[src/verilog/tdsw_pkg.sv]
`default_nettype none
package tdsw_pkg;

  // descriptor layout inside the ring
  localparam logic [23:0] DESC_W0_OFF   = 24'h000000; // buffer address low
  localparam logic [23:0] DESC_W1_OFF   = 24'h000002; // status word
  localparam logic [23:0] DESC_W2_OFF   = 24'h000004; // length word
  localparam int          DESC_SHIFT    = 3;          // eight bytes per descriptor

  // status word field positions
  localparam int OWN_BIT        = 15;
  localparam int ERR_BIT        = 14;
  localparam int SPARE_BIT      = 13;
  localparam int MULTI_BIT      = 12;
  localparam int SINGLE_BIT     = 11;
  localparam int WAITED_BIT     = 10;
  localparam int FIRST_BIT      = 9;
  localparam int LAST_BIT       = 8;
  localparam int BASE_HIGH_MSB  = 7;

  // length word field positions and checks
  localparam int          LEN_MSB       = 11;
  localparam logic [3:0]  LEN_TOP_ONES  = 4'hf;
  localparam logic [11:0] LEN_MIN_BYTES = 12'h040;    // 64
  localparam logic [11:0] LEN_MAX_BYTES = 12'h5ee;    // 1518

  // reset values
  localparam logic [15:0] WORD_RST      = 16'h0000;
  localparam logic [23:0] ADDR_RST      = 24'h000000;

  // one shared buffer ram access
  typedef struct packed {
    logic        we;     // high for a write
    logic [23:0] addr;   // byte address of a 16-bit word
    logic [15:0] wdata;  // write data
  } tdsw_mem_cmd_t;

  // buffer handed to the transmitter
  typedef struct packed {
    logic [23:0] addr;   // buffer start
    logic [11:0] len;    // byte count, positive
    logic        first;  // first buffer of packet
    logic        last;   // last buffer of packet
  } tdsw_buf_info_t;

  // outcome reported by the transmitter
  typedef struct packed {
    logic [4:0] retries;       // retries needed
    logic       waited;        // line was busy when ready
    logic       late_collision_flag;
    logic       carrier_loss_flag;
    logic       underflow_flag;
    logic       retry_limit_flag;
  } tdsw_tx_status_t;

  // byte address of one word of descriptor idx
  function automatic logic [23:0] desc_addr(input logic [23:0] base,
                                            input logic [6:0]  idx,
                                            input logic [23:0] off);
    logic [23:0] ofs;
    ofs = {14'h0000, idx, 3'h0};
    desc_addr = base + ofs + off;
  endfunction

endpackage
`default_nettype wire

[src/verilog/tdsw_ring_ptr.sv]
`timescale 1ns/1ps
`default_nettype none
module tdsw_ring_ptr #(
  parameter int IDX_W = 7
) (
  input  wire logic             clock,
  input  wire logic             rstn,
  input  wire logic             ce,
  input  wire logic             init,        // back to ring start
  input  wire logic             advance,     // one-cycle step
  input  wire logic [2:0]       len_log2,    // ring holds 2**len_log2 entries
  output logic      [IDX_W-1:0] idx
);

  logic [IDX_W-1:0] idx_q;  // current entry
  logic [IDX_W-1:0] mask;   // entries minus one
  logic [IDX_W-1:0] one;    // increment

  assign one  = {{(IDX_W-1){1'b0}}, 1'b1};
  assign mask = (one << len_log2) - one;
  assign idx  = idx_q;

  // init wins; wrap by masking instead of a compare to ring size
  always_ff @(posedge clock or negedge rstn)
  begin
    if (!rstn)
      idx_q <= '0;
    else if (ce)
    begin
      if (init)
        idx_q <= '0;
      else if (advance)
        idx_q <= (idx_q + one) & mask;
    end
  end

endmodule // tdsw_ring_ptr
`default_nettype wire

[src/verilog/tdsw_status_merge.sv]
`timescale 1ns/1ps
`default_nettype none
module tdsw_status_merge (
  input  wire logic                     [15:0] word_in,  // status word as fetched
  input  wire tdsw_pkg::tdsw_tx_status_t       st,       // transmit outcome
  output logic                          [15:0] word_out  // word to write back
);

  logic err_sum;  // any hard failure

  assign err_sum = st.late_collision_flag | st.carrier_loss_flag
                 | st.underflow_flag | st.retry_limit_flag;

  // host-owned marks and address byte pass through; flags stay sticky until host clears
  always_comb
  begin
    word_out = word_in;
    word_out[tdsw_pkg::OWN_BIT]    = 1'b0;
    word_out[tdsw_pkg::ERR_BIT]    = word_in[tdsw_pkg::ERR_BIT] | err_sum;
    word_out[tdsw_pkg::SPARE_BIT]  = 1'b0;
    word_out[tdsw_pkg::MULTI_BIT]  = word_in[tdsw_pkg::MULTI_BIT]
                                   | (st.retries > 5'h01);
    word_out[tdsw_pkg::SINGLE_BIT] = word_in[tdsw_pkg::SINGLE_BIT]
                                   | (st.retries == 5'h01);
    word_out[tdsw_pkg::WAITED_BIT] = word_in[tdsw_pkg::WAITED_BIT] | st.waited;
  end

endmodule // tdsw_status_merge
`default_nettype wire

[src/verilog/tdsw_engine.sv]
`timescale 1ns/1ps
`default_nettype none
module tdsw_engine #(
  parameter int IDX_W = 7
) (
  input  wire logic                      clock,
  input  wire logic                      rstn,
  input  wire logic                      ce,           // freezes all state when low
  input  wire logic                      init,         // pulse: pointer to ring start
  input  wire logic                      poll_req,     // pulse: look at current entry
  input  wire logic               [23:0] tx_ring_base, // ring start, bits 2..0 zero
  input  wire logic               [2:0]  ring_len_log2,
  output logic                           mem_req,      // access pending
  output tdsw_pkg::tdsw_mem_cmd_t        mem_cmd,      // access, from flops
  input  wire logic                      mem_ack,      // access done this cycle
  input  wire logic               [15:0] mem_rdata,    // read data with mem_ack
  output logic                           buf_valid,    // buffer offered
  output tdsw_pkg::tdsw_buf_info_t       buf_info,     // offered buffer, from flops
  input  wire logic                      buf_taken,    // transmitter took it
  input  wire logic                      tx_done,      // pulse: buffer finished
  input  wire tdsw_pkg::tdsw_tx_status_t tx_status,    // outcome with tx_done
  output logic               [IDX_W-1:0] ring_index,   // current entry
  output logic                           busy,         // not idle
  output logic                           fmt_warn      // last length word malformed
);

  // descriptor walk; word1 first so an unowned entry costs one read
  typedef enum logic [2:0] {
    ST_IDLE    = 3'b000,  // waiting for a poll
    ST_RD_W1   = 3'b001,  // fetch status word
    ST_RD_W0   = 3'b010,  // fetch address low
    ST_RD_W2   = 3'b011,  // fetch length word
    ST_OFFER   = 3'b100,  // buffer on offer
    ST_WAIT_TX = 3'b101,  // transmitter busy
    ST_WR_W1   = 3'b110,  // write status back
    ST_ADV     = 3'b111   // step ring pointer
  } tdsw_state_t;

  tdsw_state_t              state_q;       // current state
  tdsw_state_t              state_d;       // next state
  logic              [15:0] word1_q;       // status word as fetched
  logic              [15:0] word1_wr_q;    // status word to write back
  logic              [15:0] word1_new;     // merged status word
  logic              [15:0] addr_low_q;    // address bits 15..0
  tdsw_pkg::tdsw_mem_cmd_t  mem_cmd_q;     // registered access
  tdsw_pkg::tdsw_mem_cmd_t  cmd_d;         // access for next state
  tdsw_pkg::tdsw_buf_info_t buf_info_q;    // offered buffer
  logic                     fmt_warn_q;    // malformed length word seen
  logic                     poll_pend_q;   // poll arrived while busy
  logic                     chain_q;       // packet continues in next entry
  logic                     advance;       // step pointer this cycle
  logic              [11:0] len_pos;       // positive byte count
  logic              [IDX_W-1:0] idx;      // current entry
  logic              [6:0]  idx7;          // entry widened for address math
  logic              [IDX_W-1:0] idx_mask; // entries minus one
  logic              [IDX_W-1:0] idx_nx;   // entry the next access belongs to

  // ring pointer moves only after ownership went back
  tdsw_ring_ptr #(
    .IDX_W    (IDX_W)
  ) u_ptr (
    .clock    (clock),
    .rstn     (rstn),
    .ce       (ce),
    .init     (init),
    .advance  (advance),
    .len_log2 (ring_len_log2),
    .idx      (idx)
  );

  // status bits for the write back
  // pure logic; the register that holds its result sits in this module
  tdsw_status_merge u_merge (
    .word_in  (word1_q),
    .st       (tx_status),
    .word_out (word1_new)
  );

  // the pointer steps on the same edge that issues a chained fetch, so the
  // address must use the entry the pointer is about to hold, not the old one
  assign idx_mask = IDX_W'((32'h1 << ring_len_log2) - 32'h1);
  assign idx_nx   = init ? '0 : (advance ? ((idx + IDX_W'(1)) & idx_mask) : idx);
  assign idx7     = 7'(idx_nx);
  assign advance = (state_q == ST_ADV);
  assign len_pos = 12'(~mem_rdata[tdsw_pkg::LEN_MSB:0] + 12'h001);

  // next state
  always_comb
  begin
    state_d = state_q;
    case (state_q)
      ST_IDLE:
      begin
        // an init drops the walk so the pointer and the fetch agree
        if ((poll_req || poll_pend_q) && !init)
          state_d = ST_RD_W1;
      end
      ST_RD_W1:
      begin
        if (mem_ack)
        begin
          // not ours: leave it alone and keep the pointer
          if (mem_rdata[tdsw_pkg::OWN_BIT])
            state_d = ST_RD_W0;
          else
            state_d = ST_IDLE;
        end
      end
      ST_RD_W0:
      begin
        if (mem_ack)
          state_d = ST_RD_W2;
      end
      ST_RD_W2:
      begin
        if (mem_ack)
          state_d = ST_OFFER;
      end
      ST_OFFER:
      begin
        // the offer stands until taken; the transmitter sets the pace
        if (buf_taken)
          state_d = ST_WAIT_TX;
      end
      ST_WAIT_TX:
      begin
        // tx_done in any other state belongs to no buffer and is dropped
        if (tx_done)
          state_d = ST_WR_W1;
      end
      ST_WR_W1:
      begin
        if (mem_ack)
          state_d = ST_ADV;
      end
      ST_ADV:
      begin
        // a chained packet goes straight on to the next entry
        if (chain_q || poll_pend_q)
          state_d = ST_RD_W1;
        else
          state_d = ST_IDLE;
      end
      default:
        state_d = ST_IDLE;
    endcase
  end

  // state register
  // ce low parks the walk wherever it is; the ram must keep its answer up
  always_ff @(posedge clock or negedge rstn)
  begin
    if (!rstn)
      state_q <= ST_IDLE;
    else if (ce)
      state_q <= state_d;
  end

  // access to issue in the state about to be entered
  always_comb
  begin
    cmd_d.we    = 1'b0;
    cmd_d.wdata = tdsw_pkg::WORD_RST;
    cmd_d.addr  = tdsw_pkg::ADDR_RST;
    case (state_d)
      ST_RD_W1:
        cmd_d.addr = tdsw_pkg::desc_addr(tx_ring_base, idx7, tdsw_pkg::DESC_W1_OFF);
      ST_RD_W0:
        cmd_d.addr = tdsw_pkg::desc_addr(tx_ring_base, idx7, tdsw_pkg::DESC_W0_OFF);
      ST_RD_W2:
        cmd_d.addr = tdsw_pkg::desc_addr(tx_ring_base, idx7, tdsw_pkg::DESC_W2_OFF);
      ST_WR_W1:
      begin
        // one word write: ownership flips together with the last status change
        cmd_d.we    = 1'b1;
        cmd_d.addr  = tdsw_pkg::desc_addr(tx_ring_base, idx7, tdsw_pkg::DESC_W1_OFF);
        // the merged word is registered on the edge that raises the request,
        // so the first cycle takes it straight from the merge
        cmd_d.wdata = (state_q == ST_WR_W1) ? word1_wr_q : word1_new;
      end
      default:
        cmd_d.we = 1'b0;
    endcase
  end

  // access register; steady while the ram holds off mem_ack
  // reloaded each cycle: cmd_d repeats the same access until the answer
  always_ff @(posedge clock or negedge rstn)
  begin
    if (!rstn)
    begin
      mem_cmd_q.we    <= 1'b0;
      mem_cmd_q.addr  <= tdsw_pkg::ADDR_RST;
      mem_cmd_q.wdata <= tdsw_pkg::WORD_RST;
    end
    else if (ce)
      mem_cmd_q <= cmd_d;
  end

  // fetched status word, kept for the write back
  // host edits after handover are never seen: only this copy is merged
  always_ff @(posedge clock or negedge rstn)
  begin
    if (!rstn)
      word1_q <= tdsw_pkg::WORD_RST;
    else if (ce && state_q == ST_RD_W1 && mem_ack)
      word1_q <= mem_rdata;
  end

  // outcome folded in when the transmitter finishes
  // it feeds the write request from its second cycle on
  always_ff @(posedge clock or negedge rstn)
  begin
    if (!rstn)
      word1_wr_q <= tdsw_pkg::WORD_RST;
    else if (ce && state_q == ST_WAIT_TX && tx_done)
      word1_wr_q <= word1_new;
  end

  // address low half
  always_ff @(posedge clock or negedge rstn)
  begin
    if (!rstn)
      addr_low_q <= tdsw_pkg::WORD_RST;
    else if (ce && state_q == ST_RD_W0 && mem_ack)
      addr_low_q <= mem_rdata;
  end

  // buffer description built once the length word arrives
  // it stays steady through the offer and the transmission
  always_ff @(posedge clock or negedge rstn)
  begin
    if (!rstn)
    begin
      buf_info_q.addr  <= tdsw_pkg::ADDR_RST;
      buf_info_q.len   <= 12'h000;
      buf_info_q.first <= 1'b0;
      buf_info_q.last  <= 1'b0;
    end
    else if (ce && state_q == ST_RD_W2 && mem_ack)
    begin
      buf_info_q.addr  <= {word1_q[tdsw_pkg::BASE_HIGH_MSB:0], addr_low_q};
      buf_info_q.len   <= len_pos;
      buf_info_q.first <= word1_q[tdsw_pkg::FIRST_BIT];
      buf_info_q.last  <= word1_q[tdsw_pkg::LAST_BIT];
    end
  end

  // malformed length word: flagged only, the walk goes on since the host owns the format
  // a short buffer may leave the transmitter too little time to chain
  always_ff @(posedge clock or negedge rstn)
  begin
    if (!rstn)
      fmt_warn_q <= 1'b0;
    else if (ce && state_q == ST_RD_W2 && mem_ack)
      fmt_warn_q <= (mem_rdata[15:12] != tdsw_pkg::LEN_TOP_ONES)
                  || (len_pos < tdsw_pkg::LEN_MIN_BYTES)
                  || (len_pos > tdsw_pkg::LEN_MAX_BYTES);
  end

  // chaining: a buffer without the last mark continues in the next entry
  // init wins so a walk restarted at the ring start never chains on
  always_ff @(posedge clock or negedge rstn)
  begin
    if (!rstn)
      chain_q <= 1'b0;
    else if (ce)
    begin
      if (init)
        chain_q <= 1'b0;
      else if (state_q == ST_WR_W1 && mem_ack)
        chain_q <= ~word1_q[tdsw_pkg::LAST_BIT];
      else if (state_q == ST_ADV)
        chain_q <= 1'b0;
    end
  end

  // poll memory; a poll in the cycle of the clear is kept
  // it is cleared when a fetch starts, so one poll looks at one entry
  always_ff @(posedge clock or negedge rstn)
  begin
    if (!rstn)
      poll_pend_q <= 1'b0;
    else if (ce)
    begin
      if (poll_req)
        poll_pend_q <= 1'b1;
      else if (init || state_q == ST_RD_W1)
        poll_pend_q <= 1'b0;
    end
  end

  // handshake outputs straight from the state, data outputs from flops
  assign mem_req    = (state_q == ST_RD_W1) || (state_q == ST_RD_W0)
                   || (state_q == ST_RD_W2) || (state_q == ST_WR_W1);
  assign mem_cmd    = mem_cmd_q;
  assign buf_valid  = (state_q == ST_OFFER);
  assign buf_info   = buf_info_q;
  assign ring_index = idx;
  assign busy       = (state_q != ST_IDLE);
  assign fmt_warn   = fmt_warn_q;

endmodule // tdsw_engine
`default_nettype wire

[config.mk]
export PLATFORM = sky130hd
export DESIGN_NAME = tdsw_engine
export DESIGN_NICKNAME = d
export VERILOG_FILES = /design/src/verilog/tdsw_pkg.sv /design/src/verilog/tdsw_ring_ptr.sv /design/src/verilog/tdsw_status_merge.sv /design/src/verilog/tdsw_engine.sv
export SDC_FILE = /design/constraint.sdc
export NUM_CORES = 1
export LEC_CHECK = 0
export ABC_CLOCK_PERIOD_IN_PS = 6400
export BUFFER_PORTS_ARGS = -buffer_cell sky130_fd_sc_hd__buf_4
export CORE_UTILIZATION = 56
export CTS_CLUSTER_SIZE = 12
export DETAILED_ROUTE_END_ITERATION = 6
export PLACE_DENSITY_LB_ADDON = 0.25
export SLEW_MARGIN = 10
export SYNTH_ARGS = -nofsm -noshare
export SYNTH_HDL_FRONTEND = slang
export SYNTH_SLANG_ARGS = --single-unit
[constraint.sdc]
create_clock -name clock -period 6.4 [get_ports clock]
set_clock_uncertainty 0.2 [all_clocks]
set_input_delay 0.64 -clock clock [delete_from_list [all_inputs] [get_ports clock]]
set_output_delay 0.64 -clock clock [all_outputs]
set_load 0.02 [all_outputs]
==> metrics.yaml <==
worst_setup_path:
  reg2reg_slack_ns: 1.44
  cpPeakStageDelay_ns: 0.70
  crit_fanout: 23
  end_kind: "flip-flop"
  reg2reg_from: "state_q[2]"
  crit_arrival_ns: 5.04
  r2r-end: "mem_cmd[32]"
  cp_cell_sequence: "nand3_1 > a21oi_1 > nor2_1 > ha_1 > fa_1 > a211oi_2 > nor3_2 > a211oi_1 > o21bai_1 > a22oi_1 > nand4_1 > xor2_1 > a221oi_2 > a21oi_1"
  crit_family: "compound AO/OA/AOI/OAI gates"
  required_ns: 6.48
  slowest_stage: "dfrtp_1"
  crit_type: "flip-flop to flip-flop"
  cp_common_cell: "a21oi_1"
  crit_path_start_kind: "flip-flop"
  r2r_cells: 14
  cp_num_buf_inv: 0
timing:
  hold_viol: 1
  setup_tns_ns: 0
  tightest_slew_ns: 1.07
  grt_setup_unrepaired: "no"
  relSlewSlack: 0.287
  setup_slack_ns: 1.44
  period_share: 0.775
  fmax_mhz: 202
  hold_ws_ns: -0.000172
  setup_viol: 0
  min_period_ns: 4.96
  finalMaxSlewViolations: 0
cts:
  postCtsSetupBuffers: 0
  cts_buffers: 17
  h-tree-depth: 4
  clock_tree.buffer_depth: 2
  clock-sinks: 134
  cts_tree: "built"
  cts.repair.resized: 0
  path_clk_slew_ns: 0.06
  clk_latency_ns: 0.42
  root_buffer: "clkbuf_16"
  cts_hold_buf: 0
routing:
  vias_per_cell: 6.12
  first_pass_iters: 6
  wl_per_cell_um: 18.3
  wirelength_mm: 21.3
  ant_nets: 0
  drc_errors: 0
  vias: 7117
  drt_iter0_drc: 555
synth:
  synth_area_per_cell_um2: 9.25
  synthFlopType: "dfrtp_1"
  ys_seq_area_frac: 0.429
  synth_edf_count: 0
  postSynthRegisterBits: 134
  synth_area_leaders: "dfrtp_1, nand2_1, mux2_2"
  yosys_warnings: 0
  yosysTopAreaCell: "dfrtp_1"
  yosysTopAreaCellShare: 0.429
  yosysUniqueCellTypes: 85
  synth_cells: 845
  synthArstFlopShare: 1.00
  syn_area_um2: 7820
floorplanning:
  initial_core_util: 0.581
  dieHeight_um: 120
  die_w_um: 120
  rows: 42
  core_area_um2: 13500
  io_pins: 151
  dieArea_um2: 14400
global_route:
  grt_pass1_wl_mm: 33.9
  antenna_found_initial: 0
  grt_overflow: 0
  grt_start_max_net_pins: 77
  grt_use_total: 0.301
  grt_pass1_vias: 6626
power_and_ir_drop:
  switching_share: 0.390
  p_clk_frac: 0.239
  pwr-share-comb: 0.406
  vdd_drop_max_uv: 285
  p_seq_frac: 0.355
  power_density_nw_per_um2: 424
  power.switching_uw: 1590
  p_leak_uw: 0.00450
  intPower_uw: 2490
cells_and_area:
  layout-drive-gt1-share: 0.266
  final_cell_mix: "nand2_1, buf_4, dfrtp_1"
  n_fill_cell: 1063
  multi_input_area_um2: 4230
  post-route-util: 0.716
  regArea_um2: 3350
  mostFrequentLayoutCell: "nand2_1"
  diodes: 0
  finalNonFillerCells: 1163
  nets: 1047
  areaGrowthSynthToFinish_pct: 23.2
placement:
  dp_cells: 1131
  gp_congestion: 0.933
  port_buffers: 148
  dp_slack_ns: 1.55
  dpl.hpwl_mm: 14.6
worst_hold_path:
  hp-class: "primary input to async pin"
run_status:
  violations: "hold timing"
  status: "finished, violations left"
job:
  maxCapViolCount: 0
-- per-layer routing --
metal | GRT usage | share of wire | up-vias
met5 | 0 | 0 | -
met3 | 0.0570 | 0.075 | 38
met2 | 0.457 | 0.46 | 330
met1 | 0.427 | 0.44 | 3445
li1 | - | - | 3304
met4 | 0.111 | 0.022 | 0
-- Yosys cell counts (9+ instances only) --
| library cell | number |
|---|---|
| nor2_1 | 60 |
| a21oi_1 | 30 |
| dfrtp_1 | 134 |
| xnor2_1 | 20 |
| ha_1 | 11 |
| nand2_1 | 159 |
| xor2_1 | 18 |
| mux2_2 | 48 |
| clkbuf_1 | 39 |
| o21ai_0 | 47 |
| nor3_1 | 19 |
| nand4_1 | 12 |
| a22oi_1 | 9 |
| o2bb2ai_1 | 19 |
| mux2i_1 | 13 |
| nand3_1 | 30 |
| inv_1 | 16 |
-- registers in the layout, indices dropped and copies added, names as in the netlist, 3 cells and up --
signal and cells:
mem_cmd 39, buf_info 38, addr_low_q 16, word1_q 14
word1_wr_q 14, u_ptr.idx 7, state_q 3
-- power by group through the flow --
stage          clock [uW]  combinational (uW)  sequential [uW]
6_report              977                1660             1450
5_1_grt              1020                1790             1490
4_1_cts               981                1650             1450
3_5_place_dp            0                1630             1450
3_3_place_gp            0                1590             1440
2_1_floorplan           0                 831             1600
-- through the flow --
| step | total power (uW) | area (um^2) |
|---|---|---|
| floorplan | 2430 | 7820 |
| global placement | 3030 | 9030 |
| detailed placement | 3080 | 9030 |
| CTS | 4080 | 9630 |
| global route | 4300 | 9630 |
| finish | 4090 | 9630 |
-- final cells by class --
type,count,share of cell area
clock buffers,19,0.0470
clock inverters,13,0.0151
inverters,16,0.00623
multi-input cells,650,0.440
flip-flops and latches,134,0.348
well taps,176,0.0229
repair buffers,155,0.121
-- how the worst max path moves through the flow --
| stage | startpoint | to | slack [ns] | depth (start not counted) |
|---|---|---|---|---|
| finish | state_q[2] | mem_cmd[32] | 1.44 | 14 |
| global route | state_q[2] | mem_cmd[36] | 1.04 | 14 |
| CTS | state_q[2] | mem_cmd[36] | 1.51 | 13 |
| detailed placement | state_q[2] | mem_cmd[36] | 1.55 | 13 |
| global placement | state_q[2] | mem_cmd[36] | 1.65 | 14 |
| floorplan | state_q[2] | mem_cmd[36] | 1.97 | 17 |
-- cell families (layout without fill, tap and decap cells) --
family | count (synthesis) | after routing | share of synthesized area
AND/OR/NAND/NOR | 347 | 347 | 0.212
AO/OA/AOI/OAI | 185 | 185 | 0.170
flip-flops | 134 | 134 | 0.429
multiplexers | 62 | 62 | 0.0872
buffers and inverters | 62 | 203 | 0.0314
XOR/XNOR | 41 | 41 | 0.0488
adder cells (fa/ha/maj) | 13 | 13 | 0.0215
other | 1 | 2 | 0.000480
Power figures use the tool's default switching activity.
